`src/hw/srp_pkg.sv`:
```
// Purpose: shared constants and types for the bus management read path
// Assumes: one clock, bus pins sampled synchronously
// Notes:   shared offsets, counts and codes live here; the block byte positions 33 and 34 are fixed in the read path
package srp_pkg;
   localparam logic [6:0] SLAVE_ADDR     = 7'h2C;
   localparam logic [7:0] CMD_BLOCK_RD   = 8'hA1;
   localparam logic [7:0] CMD_BLOCK_WR   = 8'hA0;
   localparam logic [7:0] EE_HI_MIN      = 8'h80;
   localparam logic [7:0] EE_HI_MAX      = 8'h9F;
   localparam logic [7:0] RAM_TOP        = 8'h6F;
   localparam logic [7:0] BLOCK_COUNT    = 8'h20;
   localparam logic [7:0] CRC_POLY       = 8'h07;
   localparam logic [7:0] CRC_INIT       = 8'h00;
   localparam logic [7:0] EE_MODE_RST    = 8'h00;
   localparam int         EE_READ_BIT    = 0;
   localparam int         EE_PROG_BIT    = 1;
   localparam int         EE_ERASE_BIT   = 2;
   localparam logic [7:0] EE_MODE_ADDR   = 8'h13;
   localparam int         FIFO_DEPTH     = 16;
   localparam int         DATA_W         = 8;

   typedef enum logic [1:0] {
      SRP_SPACE_RAM,
      SRP_SPACE_EE
   } srp_space_type;

   // one crc-8 step per byte, msb first
   function automatic logic [7:0] srp_crc8(input logic [7:0] crc, input logic [7:0] data);
      logic [7:0] c;
      c = crc ^ data;
      for (int i = 0; i < 8; i++) begin
         c = c[7] ? ((c << 1) ^ CRC_POLY) : (c << 1);
      end
      return c;
   endfunction : srp_crc8

   function automatic logic srp_one_hot3(input logic [2:0] m);
      return (m == 3'b001) || (m == 3'b010) || (m == 3'b100);
   endfunction : srp_one_hot3
endpackage : srp_pkg

```
`src/hw/srp_stream_if.sv`:
```
// Purpose: valid/ready byte stream between read path and its fifo
// Assumes: single clock
// Notes:   src drives data and valid, snk drives ready
`timescale 1ns/1ps
`default_nettype none
interface srp_stream_if #(parameter int W = 8);
   logic [W-1:0] data;
   logic         valid;
   logic         ready;
   modport src (output data, output valid, input ready);
   modport snk (input data, input valid, output ready);
endinterface : srp_stream_if
`default_nettype wire

```
`src/hw/srp_fifo.sv`:
```
// Purpose: small synchronous fifo for outgoing read bytes
// Assumes: one clock, async active-low reset
// Notes:   full and empty are exact; ready tracks full
`timescale 1ns/1ps
`default_nettype none
module srp_fifo #(
   parameter int W     = 8,
   parameter int DEPTH = 16
) (
   input  wire logic ref_clk,
   input  wire logic nrst,
   input  wire logic flush,
   srp_stream_if.snk in_s,
   srp_stream_if.src out_s
);
   localparam int AW = $clog2(DEPTH);
   logic [W-1:0] mem [DEPTH];
   logic [AW:0]  wr_q;
   logic [AW:0]  rd_q;
   wire          full  = (wr_q[AW] != rd_q[AW]) && (wr_q[AW-1:0] == rd_q[AW-1:0]);
   wire          empty = (wr_q == rd_q);
   wire          push  = in_s.valid && !full;
   wire          pop   = out_s.ready && !empty;

   assign in_s.ready  = !full;
   assign out_s.valid = !empty;
   assign out_s.data  = mem[rd_q[AW-1:0]];

   always_ff @(posedge ref_clk) begin
      if (push) begin
         mem[wr_q[AW-1:0]] <= in_s.data;
      end
   end

   always_ff @(posedge ref_clk or negedge nrst) begin
      if (!nrst) begin
         wr_q <= '0;
         rd_q <= '0;
      end else if (flush) begin
         wr_q <= '0;
         rd_q <= '0;
      end else begin
         if (push) wr_q <= wr_q + 1'b1;
         if (pop)  rd_q <= rd_q + 1'b1;
      end
   end
endmodule : srp_fifo
`default_nettype wire

```
`src/hw/srp_read_path.sv`:
```
// Purpose: slave side of a two-wire management bus, read path with pointer setup
// Assumes: scl/sda sampled on ref_clk (125 MHz, 8 ns); storage answers in the same cycle
// Notes:   block read streams count, 32 bytes and crc through a 16 word fifo
`timescale 1ns/1ps
`default_nettype none
module srp_read_path (
   input  wire logic                 ref_clk,
   input  wire logic                 nrst,
   input  wire logic                 scl_i,
   input  wire logic                 sda_i,
   output logic                      sda_o,
   output logic                      sda_oe,
   output logic [15:0]               mem_addr,
   output logic                      mem_sel_ee,
   input  wire logic [7:0]           mem_rdata,
   output logic                      wr_strobe,
   output logic [7:0]                wr_addr,
   output logic [7:0]                wr_data,
   output logic [7:0]                ee_mode
);
   import srp_pkg::*;

   // pec seed: address-write, block command and address-read never vary, so fold them in once
   localparam logic [7:0] BLK_CRC_SEED =
      srp_crc8(srp_crc8(srp_crc8(CRC_INIT, {SLAVE_ADDR, 1'b0}), CMD_BLOCK_RD), {SLAVE_ADDR, 1'b1});

   typedef enum logic [2:0] {ST_IDLE, ST_ADDR, ST_RX, ST_TX, ST_WAIT_ACK, ST_ACK} srp_state_type;

   ////////////////////////////////////////////////////////////////////////////
   logic          scl_q, sda_q, scl_p_q, sda_p_q;
   srp_state_type st_q;
   logic [7:0]    sh_q;
   logic [3:0]    bit_q;
   logic          rd_dir_q, ack_q, blk_arm_q, blk_q;
   logic [1:0]    wr_idx_q;
   logic [7:0]    cmd_q, crc_q;
   logic [15:0]   ram_ptr_q, ee_ptr_q;
   srp_space_type space_q;
   logic [5:0]    gen_cnt_q;
   logic [7:0]    ee_mode_q;
   logic          sda_o_q, sda_oe_q;

   wire scl_rise  = scl_q && !scl_p_q;
   wire scl_fall  = !scl_q && scl_p_q;
   wire start_det = scl_q && scl_p_q && sda_p_q && !sda_q;
   wire stop_det  = scl_q && scl_p_q && !sda_p_q && sda_q;
   wire [7:0] rx_byte = {sh_q[6:0], sda_q};
   wire ee_mode_ok   = srp_one_hot3(ee_mode_q[2:0]) && ee_mode_q[EE_READ_BIT];
   wire read_allowed = (space_q == SRP_SPACE_RAM) || ee_mode_ok;
   wire addr_hit     = (rx_byte[7:1] == SLAVE_ADDR) &&
                       (!rx_byte[0] || read_allowed);
   wire is_ee_cmd    = (cmd_q >= EE_HI_MIN) && (cmd_q <= EE_HI_MAX);
   wire [15:0] cur_ptr = (space_q == SRP_SPACE_EE) ? ee_ptr_q : ram_ptr_q;

   ////////////////////////////////////////////////////////////////////////////
   // byte source: count, 32 data bytes, crc; fifo decouples memory from bit timing
   srp_stream_if #(.W(DATA_W)) gen_s ();
   srp_stream_if #(.W(DATA_W)) tx_s ();
   logic [15:0] gen_ptr_q;
   logic [7:0]  gen_crc_q;
   logic        gen_on_q, fifo_flush, gen_start, tx_pop;
   wire         gen_last_data = (gen_cnt_q == 6'd33);
   wire         gen_done      = (gen_cnt_q == 6'd34);
   wire         gen_fire      = gen_on_q && gen_s.ready && !gen_done && !fifo_flush;

   assign gen_s.valid = gen_on_q && !gen_done;
   assign gen_s.data  = (gen_cnt_q == 6'd0) ? BLOCK_COUNT :
                        (gen_cnt_q == 6'd33) ? gen_crc_q : mem_rdata;

   srp_fifo #(.W(DATA_W), .DEPTH(FIFO_DEPTH)) u_fifo (
      .ref_clk (ref_clk),
      .nrst    (nrst),
      .flush   (fifo_flush),
      .in_s    (gen_s),
      .out_s   (tx_s)
   );

   always_ff @(posedge ref_clk or negedge nrst) begin
      if (!nrst) begin
         gen_on_q  <= 1'b0;
         gen_cnt_q <= '0;
         gen_ptr_q <= '0;
         gen_crc_q <= CRC_INIT;
      end else if (fifo_flush) begin
         gen_on_q  <= 1'b0;
         gen_cnt_q <= '0;
      end else if (gen_start) begin
         gen_on_q  <= 1'b1;
         gen_cnt_q <= '0;
         gen_ptr_q <= cur_ptr;
         gen_crc_q <= BLK_CRC_SEED;
      end else if (gen_fire) begin
         gen_cnt_q <= gen_cnt_q + 6'd1;
         gen_crc_q <= srp_crc8(gen_crc_q, gen_s.data);
         if (gen_cnt_q != 6'd0) gen_ptr_q <= gen_ptr_q + 16'd1;
         if (gen_last_data) gen_on_q <= 1'b0;
      end
   end

   ////////////////////////////////////////////////////////////////////////////
   assign tx_s.ready = tx_pop;

   always_comb begin
      gen_start  = 1'b0;
      fifo_flush = start_det || stop_det;
      tx_pop     = 1'b0;
      if (st_q == ST_ADDR && scl_rise && bit_q == 4'd7 && addr_hit && rx_byte[0] && blk_arm_q)
         gen_start = 1'b1;
      if (st_q == ST_TX && scl_fall && bit_q == 4'd0 && blk_q)
         tx_pop = 1'b1;
   end

   assign mem_addr   = gen_on_q ? gen_ptr_q : cur_ptr;
   assign mem_sel_ee = (space_q == SRP_SPACE_EE);

   always_ff @(posedge ref_clk or negedge nrst) begin
      if (!nrst) begin
         scl_q <= 1'b1; sda_q <= 1'b1; scl_p_q <= 1'b1; sda_p_q <= 1'b1;
      end else begin
         scl_q <= scl_i; sda_q <= sda_i; scl_p_q <= scl_q; sda_p_q <= sda_q;
      end
   end

   ////////////////////////////////////////////////////////////////////////////
   // main bit engine; drives sda only low, releases otherwise
   always_ff @(posedge ref_clk or negedge nrst) begin
      if (!nrst) begin
         st_q <= ST_IDLE; sh_q <= '0; bit_q <= '0; rd_dir_q <= 1'b0; ack_q <= 1'b0;
         blk_arm_q <= 1'b0; blk_q <= 1'b0; wr_idx_q <= '0; cmd_q <= '0; crc_q <= CRC_INIT;
         ram_ptr_q <= '0; ee_ptr_q <= '0; space_q <= SRP_SPACE_RAM; ee_mode_q <= EE_MODE_RST;
         sda_o_q <= 1'b1; sda_oe_q <= 1'b0; wr_strobe <= 1'b0; wr_addr <= '0; wr_data <= '0;
      end else begin
         wr_strobe <= 1'b0;
         if (start_det) begin
            st_q <= ST_ADDR; bit_q <= '0; sda_oe_q <= 1'b0; blk_q <= 1'b0;
            if (!blk_arm_q) wr_idx_q <= '0;
         end else if (stop_det) begin
            st_q <= ST_IDLE; sda_oe_q <= 1'b0; blk_arm_q <= 1'b0; blk_q <= 1'b0;
            // an armed block command is no pointer; keep the space the block read from
            if (wr_idx_q == 2'd1 && !blk_arm_q) ram_ptr_q <= {8'h00, cmd_q};
            if (wr_idx_q == 2'd1 && !blk_arm_q) space_q <= SRP_SPACE_RAM;
         end else begin
            unique case (st_q)
               ST_IDLE: ;
               ST_ADDR, ST_RX: if (scl_rise) begin
                  sh_q  <= rx_byte;
                  bit_q <= bit_q + 4'd1;
                  if (bit_q == 4'd7) begin
                     bit_q <= '0;
                     if (st_q == ST_ADDR) begin
                        ack_q    <= addr_hit;
                        rd_dir_q <= rx_byte[0];
                        blk_q    <= rx_byte[0] && blk_arm_q;
                        if (!addr_hit) st_q <= ST_IDLE;
                        else st_q <= ST_ACK;
                     end else begin
                        ack_q <= 1'b1;
                        unique case (wr_idx_q)
                           2'd0: begin
                              cmd_q     <= rx_byte;
                              blk_arm_q <= (rx_byte == CMD_BLOCK_RD);
                              ack_q     <= (rx_byte != CMD_BLOCK_RD) || read_allowed;
                           end
                           2'd1: begin
                              if (is_ee_cmd) begin
                                 ee_ptr_q <= {cmd_q, rx_byte};
                                 space_q  <= SRP_SPACE_EE;
                              end else if (cmd_q == EE_MODE_ADDR) begin
                                 ee_mode_q <= rx_byte;
                              end else if (cmd_q <= RAM_TOP) begin
                                 wr_strobe <= 1'b1; wr_addr <= cmd_q; wr_data <= rx_byte;
                              end
                           end
                           default: ;
                        endcase
                        if (wr_idx_q != 2'd3) wr_idx_q <= wr_idx_q + 2'd1;
                        st_q <= ST_ACK;
                     end
                  end
               end
               ST_ACK: if (scl_fall) begin
                  // ack low during the ninth clock, then hand the line back or start sending
                  // own ack ends, or master acked a block byte: load the next one
                  if (sda_oe_q || (rd_dir_q && !ack_q)) begin
                     sda_oe_q <= 1'b0;
                     if (rd_dir_q) begin
                        st_q  <= ST_TX; bit_q <= '0;
                        sh_q  <= blk_q ? tx_s.data : mem_rdata;
                        sda_oe_q <= !(blk_q ? tx_s.data[7] : mem_rdata[7]);
                     end else st_q <= ST_RX;
                  end else if (ack_q) begin
                     sda_oe_q <= 1'b1; sda_o_q <= 1'b0;
                  end
               end
               ST_TX: if (scl_fall) begin
                  bit_q <= bit_q + 4'd1;
                  sh_q  <= {sh_q[6:0], 1'b0};
                  sda_oe_q <= !sh_q[6];
                  if (bit_q == 4'd7) begin
                     sda_oe_q <= 1'b0; st_q <= ST_WAIT_ACK; bit_q <= '0;
                  end
               end
               ST_WAIT_ACK: if (scl_rise) begin
                  st_q <= sda_q ? ST_IDLE : ST_ACK;
                  ack_q <= 1'b0;
                  if (!sda_q && !blk_q) st_q <= ST_IDLE;
               end
               default: st_q <= ST_IDLE;
            endcase
         end
      end
   end

   assign sda_o  = sda_o_q;
   assign sda_oe = sda_oe_q;
   assign ee_mode = ee_mode_q;
endmodule : srp_read_path
`default_nettype wire

```
`config.mk`:
```
export PLATFORM = sky130hd
export DESIGN_NAME = srp_read_path
export DESIGN_NICKNAME = d
export VERILOG_FILES = /design/src/hw/srp_pkg.sv /design/src/hw/srp_stream_if.sv /design/src/hw/srp_fifo.sv /design/src/hw/srp_read_path.sv
export SDC_FILE = /design/constraint.sdc
export NUM_CORES = 1
export LEC_CHECK = 0
export BUFFER_PORTS_ARGS = -buffer_cell sky130_fd_sc_hd__buf_2
export CAP_MARGIN = 15
export CORE_ASPECT_RATIO = 0.9
export CORE_MARGIN = 2
export CORE_UTILIZATION = 45
export DETAILED_ROUTE_END_ITERATION = 7
export PLACE_DENSITY = 0.57
export REMOVE_ABC_BUFFERS = 1
export SYNTH_ARGS = -nofsm -noshare
export SYNTH_HDL_FRONTEND = slang
export SYNTH_SLANG_ARGS = --single-unit
```
`constraint.sdc`:
```
create_clock -name ref_clk -period 8.1 [get_ports ref_clk]
set_input_delay 0.81 -clock ref_clk [delete_from_list [all_inputs] [get_ports ref_clk]]
set_output_delay 0.81 -clock ref_clk [all_outputs]
set_load 0.02 [all_outputs]
```
-- Word level (Yosys, flattened, before mapping)
Memories as Yosys holds them, arrays and structs flattened.
Cells that the tools add are included.
- RAM bits: 128
- register bits: 126
- word-level logic and storage cells: 317
- memories: 1
- output and inout port bits: 44
- bitwise logic cells: 16
- reduce and logical (&&, ||, !) cells: 99
- add/subtract/negate cells: 6
- muxes and demuxes: 117
- equality and inequality tests: 47
- $lt $le $gt $ge: 3
- memories (memory ; depth ; width ; rd ports ; clocked after Yosys merged registers in ; wr ports ; line ; text):
    u_fifo.mem ; 16 ; 8 ; 1 ; 0 ; 1 ; srp_fifo.sv:17 ; logic [W-1:0] mem [DEPTH];
- operators by type and width (cell ; number):
    $mux 16 ; 5
    $mux 3 ; 21
    $mux 1 ; 45
    $mux 7 ; 6
    $mux 2 ; 16
    $mux 4 ; 8
    $mux 8 ; 4
    $reduce_and 8->1 ; 4
    $reduce_bool 2->1 ; 15
    $logic_and 1x1->1 ; 29
    $ne 4x4->1 const B ; 7
    $ne 2x2->1 const B ; 12
    $not 3->3 ; 8
    $reduce_and 6->1 ; 4
    $pmux 7 s3 ; 1
    $reduce_and 7->1 ; 3
    $reduce_bool 3->1 ; 7
    $mux 5 ; 4
    $mux 6 ; 3
    $ne 3x3->1 const B ; 6
    $add 16x1->16 const B ; 1
    $pmux 3 s5 ; 1
    $logic_not 1->1 ; 13
    $eq 6x6->1 const B ; 2
    38 further kinds ; 63

-- Longest topological paths before layout
- depth in word-level cells: 22
- gate-level depth with buffers: 10
- mapped depth without buffers: 8

-- Hierarchy
Synthesis repeated with hierarchy kept, for this count alone.
- cells, all modules: 975
- area total of the unflattened synthesis: 12036.5 µm²
- modules (own cells, without submodules) (module ; area each (µm²) ; sequential area each (µm²) ; cells each ; times used):
    srp_read_path ; 6287.3 ; 2884.0 ; 646 ; 1
    srp_fifo ; 5749.3 ; 4093.9 ; 329 ; 1

-- Worst setup path before layout
OpenSTA, ideal clock, no wires.
- path kind: register to register
- from: reg u_fifo.rd_q[0]
- to: mem u_fifo.mem[0][0] (enable)
- path buffers: 2
- data arrival time: 2.200 ns
- path slack: 5.517 ns
- cell stages (with the launch flop): 8
- setup time: 0.383 ns
- required time: 7.717 ns
- period minus slack after synthesis: 2.583 ns
- cells stage by stage: dfrtp_1 > buf_4 > xor2_1 > nor4_4 > a221oi_4 > buf_2 > nand2_1 > nor3_1
- cells in the longest elaborated chain, start to end: 6
- RTL lines (item ; line ; text):
    start: declaration ; srp_fifo.sv:19 ; logic [AW:0] rd_q;
    start signal: assignment ; srp_fifo.sv:44 ; if (pop) rd_q <= rd_q + 1'b1;
    $eq 4x4->1 ; srp_fifo.sv:20 ; wire full = (wr_q[AW] != rd_q[AW]) && (wr_q[AW-1:0] == rd_q[AW-1:0]);
    $logic_and 1x1->1 ; srp_fifo.sv:20 ;
    $logic_not 1->1 ; srp_fifo.sv:22 ; wire push = in_s.valid && !full;
    $logic_and 1x1->1 ; srp_fifo.sv:22 ;
    $mux 1 ; srp_fifo.sv:30 ; if (push) begin
    $mux 1 (implied by the code) ; srp_fifo.sv:31 ; mem[wr_q[AW-1:0]] <= in_s.data;
    end: declaration ; srp_fifo.sv:17 ;
Every way passes these cells.

-- Final worst setup path
- from: reg u_fifo.rd_q[0]
- to: mem u_fifo.mem[0][3] (enable)
The elaborated chain is that of the path after synthesis.

==> summary.md <==
| Metric | Value |
|---|---|
| Sequential element share of the synthesized area | `59.0%` |
| Worst Reg2Reg Path Length in Cells | `6` |
| Reg-to-reg endpoint | `u_fifo.mem[0][3]` |
| Worst vdd rail ir drop | `0.000130 V` |
| Syn_area_per_cell | `13.1 µm²` |
| Detail Route Antenna Nets | `0` |
| Max frequency | `0.275 GHz` |
| Ys async rst share | `49.4%` |
| Worst-path fanout max | `38` |
| Drt first pass iters | `5` |
| Unrepaired setup endpoints after global routing | `no` |
| Crit Path Class | `reg2reg` |
| Tot GR Track Use | `20.1%` |
| Placer Congestion | `0.803` |
| Combinational share of power | `3.2%` |
| Routed via count | `7,379` |
| Post-synth EDFFs | `128` |
| Clk buf depth | `3` |
| Pwr/cell area | `205 nW/µm²` |
| DIE HEIGHT | `158 µm` |
| Leakage | `5.01 nW` |
| Count of cell types in the netlist | `76` |
| Clk_lat worst skew | `0.53 ns` |
| Yosys top cell area share | `32.5%` |
| Final setup vio count | `0` |
| Family with the most delay on the worst path | `simple AND/OR/NAND/NOR gates` |
| Initial Util | `45.6%` |
| Nets | `981` |
| Ys Warns | `0` |
| CORE AREA | `25,900 µm²` |
| Period utilization | `45.0%` |
| Routed len/inst | `20.5 µm` |
| Clk_skew | `0.0112 ns` |
| Antenna violations before repair | `0` |
| Clk root buf | `clkbuf_16` |
| # DRC | `0` |
| Int Power | `2.12 mW` |
| Crit path buf inv count | `1` |
| Status | `finished, final reports clean` |
| Vias in the first global route | `6,933` |
| Die Area | `27,600 µm²` |
| Mapped Area | `11,800 µm²` |
| Antenna Diode Count | `0` |
| Clock Sink Count | `253` |
| Htree depth | `1` |
| CTS tree | `built` |
| Synth top area cells | `edfxtp_1 33%, dfrtp_1 25%, mux2_2 6.1%, mux4_2 5.7%, nand2_1 2.4%` |
| Max_slew headroom | `20.4%` |
| Starting DRC count in detailed routing | `655` |
| IO Pins | `56` |
| Grt total ovfl | `0` |
| Final Power | `2.73 mW` |
| Fin. Hold Viols | `0` |
| FF-to-FF setup slack | `4.46 ns` |
| Post-synth top area cell | `edfxtp_1` |
| Post-route setup TNS | `0 ns` |
| Worst r2r src | `u_fifo.rd_q[0]` |
| Slew at the pin closest to its max-slew limit | `1.18 ns` |
| Hold_buf cts | `0` |
| # rows | `56` |
| CTS Buf Count | `27` |
| Sw power | `602 µW` |
| Clk pwr share | `45.3%` |
| CP endpoint | `u_fifo.mem[0][3]` |
| Synth Instances | `904` |
| Worst Setup SP | `u_fifo.rd_q[0]` |
| CP startpoint kind | `flip-flop` |
| Post-CTS setup buffer count | `0` |
| Period minus WS final | `3.64 ns` |
| Port buffer count | `55` |
| CP cell instances | `buf_4 -> xor2_1 -> nor4_4 -> a221oi_4 -> nand2_1 -> nor3_1` |
| Crit end category | `flip-flop` |
| Fin. max-slew vios | `0` |
| Die W | `175 µm` |
| Switching Fraction | `22.1%` |
| PostCTS Resize Cnt | `0` |
| WP depth | `6` |
| CP max stage delay | `0.97 ns` |
| CP max-delay cell | `nor3_1` |
| HP Class | `in2async` |
| Synth Flop Type | `edfxtp_1` |
| DP Cell Count | `1,272` |
| Critical path data required time | `8.25 ns` |
| DRT Wirelength | `27.2 mm` |
| Half-perimeter wire length after placement | `18.2 mm` |
| Via density | `5.58` |
| First-pass GRT wire length | `42.5 mm` |
| Flop and latch count out of synthesis | `253` |
| Reg clk slew, reported paths | `0.06 ns` |
| Share of cells above drive strength 1 | `24.2%` |
| Final Non-Filler Cells | `1,322` |
| CP arrival | `3.79 ns` |
| Largest net degree at the start of global routing | `67` |
| Area Overhead vs Synth | `12.7%` |
| Reg power frac | `51.5%` |
| Max Cap Viol | `0` |
==> cell families (layout without fill, tap and decap cells) <==
family / after synthesis / in the layout / share of synthesized area (%)
compound gates: 153 / 153 / 8.53
xor+xnor: 55 / 55 / 4.08
fa+ha+maj: 15 / 15 / 1.59
buf+inv: 60 / 130 / 2.24
flops: 253 / 253 / 59.0
mux: 107 / 107 / 13.0
simple gates: 261 / 261 / 11.5
==> cells in the mapped netlist (3+ instances only) <==
cell      count
dfrtp_1     120
xor2_1       28
a31oi_1       3
mux2_1        8
a21oi_1      53
or3_1         4
mux2i_1       5
nand3_1      21
inv_1        14
o22ai_1       3
a221oi_1      3
nand2b_1     13
inv_2         3
nor3_1       11
edfxtp_1    128
nand3b_1      4
xnor2_1      27
a22oi_1      16
and3_1        5
nand2_1      77
mux2_2       64
buf_2        14
clkbuf_1     21
nand4_1      12
o31ai_1       3
and2_1        8
nor2_1       69
nor3b_1       4
mux4_2       30
dfstp_2       5
nor2b_1       9
buf_1         3
ha_1         15
o21ai_0      43
buf_4         4
==> power by group through the flow <==
stage / Clock [mW] / Sequential [mW] / Combinational, mW
2_1_floorplan: 0 / 1.41 / 0.0548
3_3_place_gp: 0 / 1.43 / 0.0870
3_5_place_dp: 0 / 1.43 / 0.0890
4_1_cts: 1.26 / 1.41 / 0.0896
5_1_grt: 1.32 / 1.41 / 0.101
6_report: 1.23 / 1.41 / 0.0872
==> layout by cell type, fill, tap and decap left out, drive strengths merged, types with 30 or more instances in the layout <==
master  netlist  routed
o21ai        43      43
dfrtp       120     120
edfxtp      128     128
buf          22      64
a21oi        54      54
mux4         30      30
nor2         70      70
mux2         72      72
clkbuf       21      37
nand2        78      78
==> per-layer routing <==
layer,share of wire [%],vias up,track usage [%]
li1,-,3429,-
met1,49,3735,32.0
met2,44,181,29.5
met3,5.1,34,2.64
met4,1.8,0,4.25
met5,0,-,0
==> state kept, by name, indices dropped and copies added (netlist names), 2 cells and up <==
signal	count
u_fifo.mem	128
ee_ptr_q	16
gen_ptr_q	16
cmd_q	8
ee_mode	8
gen_crc_q	8
ram_ptr_q	8
wr_addr	8
wr_data	8
sh_q	7
gen_cnt_q	6
u_fifo.rd_q	5
u_fifo.wr_q	5
bit_q	4
st_q	3
wr_idx_q	2
==> worst register-to-register path, delay by kind of cell, from the launching register on <==
family                    cells  cell delay [ns]
DFF                           1             0.34
xor gates and xnor gates      1             0.31
buffers and inverters         1             0.53
AOI/OAI and AO/OA             1             0.66
and+or+nand+nor               3             1.41
==> cell type report <==
class / count / area, µm²
multi-input combinational: 591 / 4590
clock inverter: 12 / 129
fill: 2278 / 12600
inverter: 17 / 63.8
sequential: 253 / 6980
tap: 348 / 435
clock buffer: 37 / 764
timing repair buffer: 64 / 357
==> worst min path at each step <==
stage | start | endpoint | slack, ns
floorplan | scl_q | scl_p_q | 0.38
global placement | scl_q | scl_p_q | 0.41
detailed placement | scl_q | scl_p_q | 0.40
CTS | nrst | gen_crc_q[3] | 0.27
global route | nrst | gen_crc_q[1] | 0.29
finish | nrst | gen_crc_q[1] | 0.25
==> stage by stage <==
step                worst slack [ns]  util, %  hold slack, ns  cell area [µm²]
floorplan                       4.47        -           0.380            11600
global placement                4.65     47.9           0.406            12400
detailed placement              4.42     47.9           0.405            12400
CTS                             4.43     51.3           0.270            13300
global route                    4.16     51.4           0.292            13300
finish                          4.46     51.4           0.254            13300
No activity file was read; power rests on OpenSTA's default activity.
